==> src/logic/odc_pkg.sv <==
// constants and types shared by the output divider configuration block
package odc_pkg;

  // ****************************************************************
  // bus geometry
  // ****************************************************************
  localparam int ODC_AW = 12;
  localparam int ODC_DW = 32;
  localparam int ODC_NREG = 10;

  // ****************************************************************
  // register indices (byte address is four times the index)
  // ****************************************************************
  localparam logic [7:0] ODC_IDX_DEN_MID = 8'h52;
  localparam logic [7:0] ODC_IDX_DEN_LOW = 8'h53;
  localparam logic [7:0] ODC_IDX_POST_INTHI = 8'h54;
  localparam logic [7:0] ODC_IDX_INT_MID = 8'h55;
  localparam logic [7:0] ODC_IDX_INT_LOW = 8'h56;
  localparam logic [7:0] ODC_IDX_NIBBLES = 8'h57;
  localparam logic [7:0] ODC_IDX_NUM_MID = 8'h58;
  localparam logic [7:0] ODC_IDX_NUM_LOW = 8'h59;
  localparam logic [7:0] ODC_IDX_DIV6 = 8'h5a;
  localparam logic [7:0] ODC_IDX_DIV7 = 8'h5b;
  localparam logic [7:0] ODC_IDX_STATUS = 8'h5c;

  // ****************************************************************
  // positions in the register array (index minus first index)
  // ****************************************************************
  localparam int ODC_P_DEN_MID = 0;
  localparam int ODC_P_DEN_LOW = 1;
  localparam int ODC_P_POST_INTHI = 2;
  localparam int ODC_P_INT_MID = 3;
  localparam int ODC_P_INT_LOW = 4;
  localparam int ODC_P_NIBBLES = 5;
  localparam int ODC_P_NUM_MID = 6;
  localparam int ODC_P_NUM_LOW = 7;
  localparam int ODC_P_DIV6 = 8;
  localparam int ODC_P_DIV7 = 9;

  // ****************************************************************
  // field layout, masks and reset values
  // ****************************************************************
  localparam int ODC_POST_LSB = 4;
  localparam int ODC_POST_MSB = 6;
  localparam int ODC_INTHI_MSB = 1;
  localparam int ODC_NUMHI_MSB = 3;
  localparam int ODC_DENHI_LSB = 4;
  localparam int ODC_DENHI_MSB = 7;
  localparam logic [7:0] ODC_POST_MASK = 8'h73;
  localparam logic [7:0] ODC_FULL_MASK = 8'hff;
  localparam logic [7:0] ODC_CFG_RESET = 8'h00;
  localparam logic [7:0] ODC_RATIO_MIN = 8'h06;
  localparam logic [31:0] ODC_ZERO32 = 32'h0000_0000;

  // status bits
  localparam int ODC_ST_DIV6_BAD = 0;
  localparam int ODC_ST_DIV7_BAD = 1;
  localparam int ODC_ST_ALL_SET = 2;

  // ****************************************************************
  // bus slave states
  // ****************************************************************
  typedef enum logic [1:0] {
    ODC_IDLE = 2'b01,
    ODC_RESP = 2'b10
  } odc_apb_e;

  function automatic logic [ODC_AW-1:0] odc_addr(input logic [7:0] idx);
    return {2'b00, idx, 2'b00};
  endfunction : odc_addr

endpackage : odc_pkg

==> src/logic/odc_postdiv_if.sv <==
// link between the configuration slice and the output 5 post-divider
interface odc_postdiv_if;
  logic tick;
  logic [2:0] code;
  logic pulse;
  modport owner (output tick, output code, input pulse);
  modport divider (input tick, input code, output pulse);
endinterface : odc_postdiv_if

==> src/logic/odc_postdiv.sv <==
// power-of-two post-divider for output 5
module odc_postdiv
  import odc_pkg::*;
(
  input wire logic core_clk,
  input wire logic rstn,
  odc_postdiv_if.divider pd
);

  typedef struct packed {
    logic [6:0] cnt;
    logic pulse;
  } odc_pd_state_s;

  odc_pd_state_s q;
  odc_pd_state_s next_q;
  logic [6:0] limit;

  // ticks per output pulse are two to the power of the code
  assign limit = 7'((8'h01 << pd.code) - 8'h01);

  always_comb begin
    next_q = q;
    next_q.pulse = 1'b0;
    if (pd.tick) begin
      if (q.cnt >= limit) begin
        next_q.cnt = '0;
        next_q.pulse = 1'b1;
      end else begin
        next_q.cnt = 7'(q.cnt + 7'h01);
      end
    end
  end

  always_ff @(posedge core_clk or negedge rstn) begin
    if (!rstn) begin
      q <= '0;
    end else begin
      q <= next_q;
    end
  end

  assign pd.pulse = q.pulse;

  // ****************************************************************
  // checks
  // ****************************************************************
  logic [6:0] gap;
  logic steady;
  logic [2:0] codeQ;

  always_ff @(posedge core_clk or negedge rstn) begin
    if (!rstn) begin
      gap <= '0;
      steady <= 1'b1;
      codeQ <= '0;
    end else begin
      codeQ <= pd.code;
      if (pd.tick && next_q.pulse) begin
        gap <= '0;
      end else if (pd.tick) begin
        gap <= 7'(gap + 7'h01);
      end
      if (pd.tick && next_q.pulse) begin
        steady <= 1'b1;
      end else if (pd.code != codeQ) begin
        steady <= 1'b0;
      end
    end
  end
endmodule : odc_postdiv

==> src/logic/odc_config_regs.sv <==
// register slice holding divider 5, 6 and 7 settings behind an apb slave
// Behaviour
// output 5 post-divider code in bits 6:4 divides by two to the code.
// integer parameter bits 17:16, 15:8, 7:0 from three successive registers.
// numerator bits 19:16 from low nibble, then two registers for 15:0.
// denominator bits 19:16 come from bits 7:4 of the shared register.
// denominator bits 15:8 and 7:0 come from the first two registers of the block.
// dividers 6 and 7 take a plain 8-bit ratio from one register each.
// software writes only even ratios of six or more to dividers 6 and 7.
// contents are undefined after reset; software writes all before use.
// software writes zero to unused bit 7 and reserved bits 3:2.
//
// Design decision made here: the APB interface to the registers.
module odc_config_regs
  import odc_pkg::*;
(
  input wire logic core_clk,
  input wire logic rstn,
  input wire logic psel,
  input wire logic penable,
  input wire logic pwrite,
  input wire logic [ODC_AW-1:0] paddr,
  input wire logic [ODC_DW-1:0] pwdata,
  output logic pready,
  output logic [ODC_DW-1:0] prdata,
  output logic pslverr,
  input wire logic vcoTick,
  output logic [17:0] fracdiv5IntegerParam,
  output logic [19:0] fracdiv5NumeratorParam,
  output logic [19:0] fracdiv5DenominatorParam,
  output logic [2:0] output5PostdivSelect,
  output logic [7:0] intdiv6Ratio,
  output logic [7:0] intdiv7Ratio,
  output logic output5Tick
);

  typedef struct packed {
    odc_apb_e st;
    logic [ODC_NREG-1:0][7:0] cfg;
    logic [ODC_NREG-1:0] seen;
    logic ready;
    logic [ODC_DW-1:0] rdata;
    logic slverr;
  } odc_regs_state_s;

  odc_regs_state_s q;
  odc_regs_state_s next_q;
  logic [ODC_NREG-1:0] hit;
  logic [ODC_NREG-1:0][7:0] wmask;
  logic statusHit;
  logic access;
  logic commit;
  logic [7:0] status;
  logic [ODC_DW-1:0] rdMux;

  // ****************************************************************
  // address decode per register
  // ****************************************************************
  for (genvar i = 0; i < ODC_NREG; i++) begin : g_dec
    assign hit[i] = paddr == odc_addr(8'(ODC_IDX_DEN_MID + 8'(i)));
    // reserved bits of the post-divider register are not stored
    assign wmask[i] = (i == ODC_P_POST_INTHI) ? ODC_POST_MASK : ODC_FULL_MASK;
  end

  assign statusHit = paddr == odc_addr(ODC_IDX_STATUS);
  assign access = psel && penable;
  assign commit = (q.st == ODC_RESP) && access && pwrite;

  // ratios that are odd or below six are flagged
  assign status = {5'b0_0000,
    &q.seen,
    q.cfg[ODC_P_DIV7][0] || (q.cfg[ODC_P_DIV7] < ODC_RATIO_MIN),
    q.cfg[ODC_P_DIV6][0] || (q.cfg[ODC_P_DIV6] < ODC_RATIO_MIN)};

  always_comb begin
    rdMux = ODC_ZERO32;
    for (int i = 0; i < ODC_NREG; i++) begin
      if (hit[i]) begin
        rdMux[7:0] = q.cfg[i];
      end
    end
    if (statusHit) begin
      rdMux[7:0] = status;
    end
  end

  // ****************************************************************
  // bus slave and register store
  // ****************************************************************
  always_comb begin
    next_q = q;
    next_q.ready = 1'b0;
    next_q.slverr = 1'b0;
    case (q.st)
      ODC_IDLE: begin
        if (access) begin
          next_q.st = ODC_RESP;
          next_q.ready = 1'b1;
          next_q.rdata = pwrite ? ODC_ZERO32 : rdMux;
          next_q.slverr = !(|hit) && !statusHit;
        end
      end
      ODC_RESP: begin
        next_q.st = ODC_IDLE;
        // each divider ratio is one plain byte register
        for (int i = 0; i < ODC_NREG; i++) begin
          if (commit && hit[i]) begin
            next_q.cfg[i] = pwdata[7:0] & wmask[i];
            next_q.seen[i] = 1'b1;
          end
        end
      end
      default: begin
        next_q.st = ODC_IDLE;
      end
    endcase
  end

  always_ff @(posedge core_clk or negedge rstn) begin
    if (!rstn) begin
      q.st <= ODC_IDLE;
      q.cfg <= {ODC_NREG{ODC_CFG_RESET}};
      q.seen <= '0;
      q.ready <= 1'b0;
      q.rdata <= ODC_ZERO32;
      q.slverr <= 1'b0;
    end else begin
      q <= next_q;
    end
  end

  assign pready = q.ready;
  assign prdata = q.rdata;
  assign pslverr = q.slverr;

  // ****************************************************************
  // divider parameters
  // ****************************************************************
  // integer parameter assembly
  assign fracdiv5IntegerParam = {q.cfg[ODC_P_POST_INTHI][ODC_INTHI_MSB:0],
    q.cfg[ODC_P_INT_MID], q.cfg[ODC_P_INT_LOW]};
  // numerator assembly
  assign fracdiv5NumeratorParam = {q.cfg[ODC_P_NIBBLES][ODC_NUMHI_MSB:0],
    q.cfg[ODC_P_NUM_MID], q.cfg[ODC_P_NUM_LOW]};
  // denominator assembly
  assign fracdiv5DenominatorParam = {
    q.cfg[ODC_P_NIBBLES][ODC_DENHI_MSB:ODC_DENHI_LSB],
    q.cfg[ODC_P_DEN_MID], q.cfg[ODC_P_DEN_LOW]};
  // post-divider code field
  assign output5PostdivSelect =
    q.cfg[ODC_P_POST_INTHI][ODC_POST_MSB:ODC_POST_LSB];
  assign intdiv6Ratio = q.cfg[ODC_P_DIV6];
  assign intdiv7Ratio = q.cfg[ODC_P_DIV7];

  odc_postdiv_if pdIf ();

  assign pdIf.tick = vcoTick;
  assign pdIf.code = output5PostdivSelect;
  assign output5Tick = pdIf.pulse;

  odc_postdiv u_postdiv (
    .core_clk (core_clk),
    .rstn (rstn),
    .pd (pdIf.divider)
  );
endmodule : odc_config_regs

==> config.mk <==
export PLATFORM = sky130hd
export DESIGN_NAME = odc_config_regs
export DESIGN_NICKNAME = d
export VERILOG_FILES = /design/src/logic/odc_pkg.sv /design/src/logic/odc_postdiv_if.sv /design/src/logic/odc_postdiv.sv /design/src/logic/odc_config_regs.sv
export SDC_FILE = /design/constraint.sdc
export NUM_CORES = 1
export LEC_CHECK = 0
export ABC_CLOCK_PERIOD_IN_PS = 4910
export BUFFER_PORTS_ARGS = -buffer_cell sky130_fd_sc_hd__buf_2
export CAP_MARGIN = 20
export CORE_MARGIN = 2
export CORE_UTILIZATION = 58
export CTS_BUF_LIST = sky130_fd_sc_hd__clkbuf_16
export CTS_CLUSTER_DIAMETER = 40
export DETAILED_ROUTE_END_ITERATION = 7
export GPL_ROUTABILITY_DRIVEN = 0
export GPL_TIMING_DRIVEN = 0
export MAX_ROUTING_LAYER = met4
export PLACE_DENSITY = 0.95
export SLEW_MARGIN = 30
export SYNTH_ARGS = -nofsm -noshare
export SYNTH_HDL_FRONTEND = slang
export SYNTH_HIERARCHICAL = 1
export SYNTH_SLANG_ARGS = --single-unit
==> constraint.sdc <==
create_clock -name core_clk -period 4.91 [get_ports core_clk]
set_input_delay 0 -clock core_clk [delete_from_list [all_inputs] [get_ports core_clk]]
set_output_delay 0 -clock core_clk [all_outputs]
set_load 0.02 [all_outputs]
==> results by group <==
Status
  • Run status: complete, no violations

GRT
  • Total grt overflow: 0
  • Wire length of the first global-routing pass: 26000 µm
  • Pin count of the biggest net entering global routing: 65
  • Vias in the first global route: 4899
  • Total routing usage reported by global routing: 30.4%
  • Antenna violations before repair: 1

Critical path
  • Critical Path Max Stage Delay: 500 ps
  • Library cell contributing the largest single delay on the critical path: sky130_fd_sc_hd__nor2_2
  • Critical Path AT: 2570 ps
  • Endpoint type of the worst setup path: register
  • Required time of the critical path: 5150 ps
  • Critical path cell sequence: and4b_1, nand4_1, or2_1, buf_6, nor2_2, mux2_2
  • Worst-path fanout max: 9
  • Kind of cell adding the most delay to the critical path: simple AND/OR/NAND/NOR gates
  • Bufs and invs on worst path: 1
  • Critical Path Start Type: register
  • CP Class: reg -> reg

Detailed routing
  • Antenna-violating nets left: 0
  • Via density: 5.89
  • Number of DRC violations after detailed-routing iteration 0: 444
  • Mean routed wirelength per cell: 19.5 µm
  • Via total after detailed routing: 4990
  • Post-detailed-routing wire length: 16500 µm
  • Residual DRC: 0
  • DR pass1 iterations: 7

Worst hold path
  • Min-Delay Path Class: in -> reg

Yosys
  • Register area share after synthesis: 43.5%
  • Gate Count Post-Synth: 557
  • Fraction of registers with async set or reset after synthesis: 100%
  • Top cell type by total area after synthesis: sky130_fd_sc_hd__dfrtp_1
  • Synth top area share: 43.1%
  • Post-synthesis area per instance: 11.0 µm²
  • Commonest register cell after synthesis: sky130_fd_sc_hd__dfrtp_1
  • Cell types occupying the most area after synthesis: sky130_fd_sc_hd__dfrtp_1 (43%), sky130_fd_sc_hd__mux2_2 (14%), sky130_fd_sc_hd__buf_4 (13%), sky130_fd_sc_hd__mux2i_1 (2.3%), sky130_fd_sc_hd__o21ai_0 (2.2%)
  • Area of the mapped netlist: 6150 µm²
  • Post-synthesis sequential element count: 107
  • Netlist cell types: 69
  • Yosys warnings: 6
  • EDFF count, synth: 0

STA
  • Count of endpoints failing hold in the final timing report: 0
  • Worst Slack Setup Final: 2570 ps
  • Final period utilization: 47.6%
  • Relative slew margins: 53.4%
  • Fmax achieved: 0.428 GHz
  • Worst slew pin tran: 698 ps
  • Unrepaired setup endpoints after global routing: false
  • Worst-case clock skew: 11.4 ps
  • Worst hold slack across all endpoints: 25.6 ps
  • Number of setup violations in the final report: 0
  • Minimum clock period: 2340 ps
  • Number of max-slew violations in the final report: 0
  • Fin Setup TNS: 0 ps

Pwr
  • Static leakage: 3.94 nW
  • Part of the power in combinational logic: 7.9%
  • Clk pwr share: 41.2%
  • Part of the power in registers: 50.9%
  • Fraction of power spent switching nets: 24.2%
  • Cell-internal power: 1.32 mW
  • Maximum vdd drop: 0.000176 V
  • Ratio of total power to cell area: 238 nW/µm²
  • Switching power: 0.421 mW

Placed design
  • Total placed instance area: 7000 µm²
  • Number of buffers added on ports: 112
  • Placed Cells incl. Taps: 829
  • Worst slack after detailed placement: 2670 ps
  • Total half-perimeter wirelength after legalization and detailed placement: 11800 µm

Die
  • Cell Rows: 37
  • Core outline area: 10300 µm²
  • Die Outline Area: 11400 µm²
  • Die height: 107 µm
  • Initial Utilization: 59.6%
  • # IOs: 162
  • Width of the die: 107 µm

Cells and area
  • Non-Filler Instances: 847
  • Net count reported at finish: 763
  • Fill cell count: 691
  • Area growth from synthesis to final layout: 18.8%
  • Share of cells above drive strength 1: 49.3%
  • Post-route cell area: 7310 µm²

Run
  • Max_cap viols: 0

Clock tree
  • Clock tree from TritonCTS: built
  • H-tree lvl count: 3
  • Clock buffer depth: 2
  • Cell at the root of the clock tree: sky130_fd_sc_hd__clkbuf_16
  • Clk pin slew, worst setup/hold paths: 70 ps
  • Cts bufs inserted: 9
  • Clock Sink Count: 107
  • Worst-Skew Late Latency: 360 ps
## power groups by stage
stage                     Clock, mW  Sequential (mW)  Combinational (mW)
final                         0.717            0.885               0.137
after detailed placement          0            0.902               0.132
after CTS                     0.714            0.885               0.134
after floorplan                   0            0.904              0.0721
after global routing          0.748            0.884               0.148
after global placement            0            0.901               0.125
## metal layers
metal / share of wire [%] / routed length, µm / global-route usage [%] / vias up
met1: 39 / 6430 / 39.0 / 2390
met2: 47 / 7730 / 46.9 / 368
met5: 0 / 0 / - / -
met3: 9.8 / 1610 / 6.26 / 72
met4: 4.4 / 727 / 14.0 / 0
li1: - / - / - / 2160
## final cells by class
class	instances	area [µm²]	area share, %
buffer	129	910	12.4
timing repair buffer	114	604	8.27
clock inverter	7	68.8	0.941
multi-input combinational	334	2610	35.8
inverter	10	37.5	0.513
antenna	1	2.50	0.0342
tap	136	170	2.33
sequential	107	2680	36.6
clock buffer	9	225	3.08
## metrics by stage
step | power (mW) | util [%]
finish | 1.74 | 70.8
detailed placement | 1.03 | 67.8
CTS | 1.73 | 70.8
floorplan | 0.976 | -
global route | 1.78 | 70.8
global placement | 1.03 | 67.5
## worst paths after layout
path / startpoint / endpoint / slack, ps / depth (start not counted)
setup / recovery: q[124] / fracdiv5IntegerParam[4] / 2570 / 6
hold / removal: pwdata[3] / fracdiv5NumeratorParam[11] / 30 / 2
setup reg to reg: q[124] / fracdiv5IntegerParam[4] / 2570 / 6
hold reg to reg: q[41] / q[41] / 480 / 1
max in group asynchronous: rstn / fracdiv5DenominatorParam[19] / 4130 / 3
min in group asynchronous: rstn / u_postdiv/q[1] / 120 / 2
## registers in the layout, summed over array words and instances (netlist names), 3 cells and up
name	cells
intdiv7Ratio	8
u_postdiv/q	7
intdiv6Ratio	8
fracdiv5IntegerParam	18
prdata	8
fracdiv5DenominatorParam	20
fracdiv5NumeratorParam	20
output5PostdivSelect	3
q	12
## cells in the mapped netlist (8+ instances only)
master / n
sky130_fd_sc_hd__or2_2: 10
sky130_fd_sc_hd__dfrtp_1: 106
sky130_fd_sc_hd__ha_1: 8
sky130_fd_sc_hd__mux2i_1: 14
sky130_fd_sc_hd__inv_1: 9
sky130_fd_sc_hd__buf_4: 109
sky130_fd_sc_hd__nand2_1: 23
sky130_fd_sc_hd__o21ai_0: 27
sky130_fd_sc_hd__nor2b_1: 10
sky130_fd_sc_hd__mux2_2: 78
sky130_fd_sc_hd__nor2_1: 10
sky130_fd_sc_hd__nand3_1: 8
sky130_fd_sc_hd__a21oi_1: 15
sky130_fd_sc_hd__clkbuf_1: 10
## what timing repair did
item,CTS,global route
hold buffers,1,0
setup buffers,0,0
endpoints found under the setup margin,0,0
hold endpoints to repair,101,0
resized for setup,0,0
## cells in the final DEF, fill, tap and decap left out, types with 3 or more instances in the layout
cell	synthesis	layout
sky130_fd_sc_hd__a211oi_1	3	3
sky130_fd_sc_hd__a21oi_1	15	15
sky130_fd_sc_hd__a221oi_1	3	3
sky130_fd_sc_hd__a22o_1	4	4
sky130_fd_sc_hd__a31oi_1	5	5
sky130_fd_sc_hd__a32oi_1	3	3
sky130_fd_sc_hd__and2_1	4	4
sky130_fd_sc_hd__buf_2	7	118
sky130_fd_sc_hd__buf_4	109	109
sky130_fd_sc_hd__clkbuf_1	10	10
sky130_fd_sc_hd__clkbuf_16	0	9
sky130_fd_sc_hd__clkinv_4	0	3
sky130_fd_sc_hd__conb_1	1	24
sky130_fd_sc_hd__dfrtp_1	106	106
sky130_fd_sc_hd__ha_1	8	8
sky130_fd_sc_hd__inv_1	9	9
sky130_fd_sc_hd__mux2_2	78	78
sky130_fd_sc_hd__mux2i_1	14	14
sky130_fd_sc_hd__nand2_1	23	23
sky130_fd_sc_hd__nand2b_1	4	4
sky130_fd_sc_hd__nand3_1	8	8
sky130_fd_sc_hd__nand4_1	7	7
sky130_fd_sc_hd__nor2_1	10	10
sky130_fd_sc_hd__nor2_2	6	6
sky130_fd_sc_hd__nor2b_1	10	10
sky130_fd_sc_hd__nor3_1	6	6
sky130_fd_sc_hd__nor3_4	3	3
sky130_fd_sc_hd__nor4_1	3	3
sky130_fd_sc_hd__o211ai_1	5	5
sky130_fd_sc_hd__o21ai_0	27	27
sky130_fd_sc_hd__o22ai_1	4	4
sky130_fd_sc_hd__o2bb2ai_1	3	3
sky130_fd_sc_hd__or2_2	10	10
sky130_fd_sc_hd__xor2_1	3	3
## logic make-up after synthesis
logic type	share of synthesized area, %
buffers and inverters	15.4
and+or+nand+nor	11.0
DFF	43.5
AOI/OAI and AO/OA	10.6
muxes	17.1
adders and majority gates	1.63
xor gates and xnor gates	0.712
other	0.0609
(Power assumes the default switching activity.)
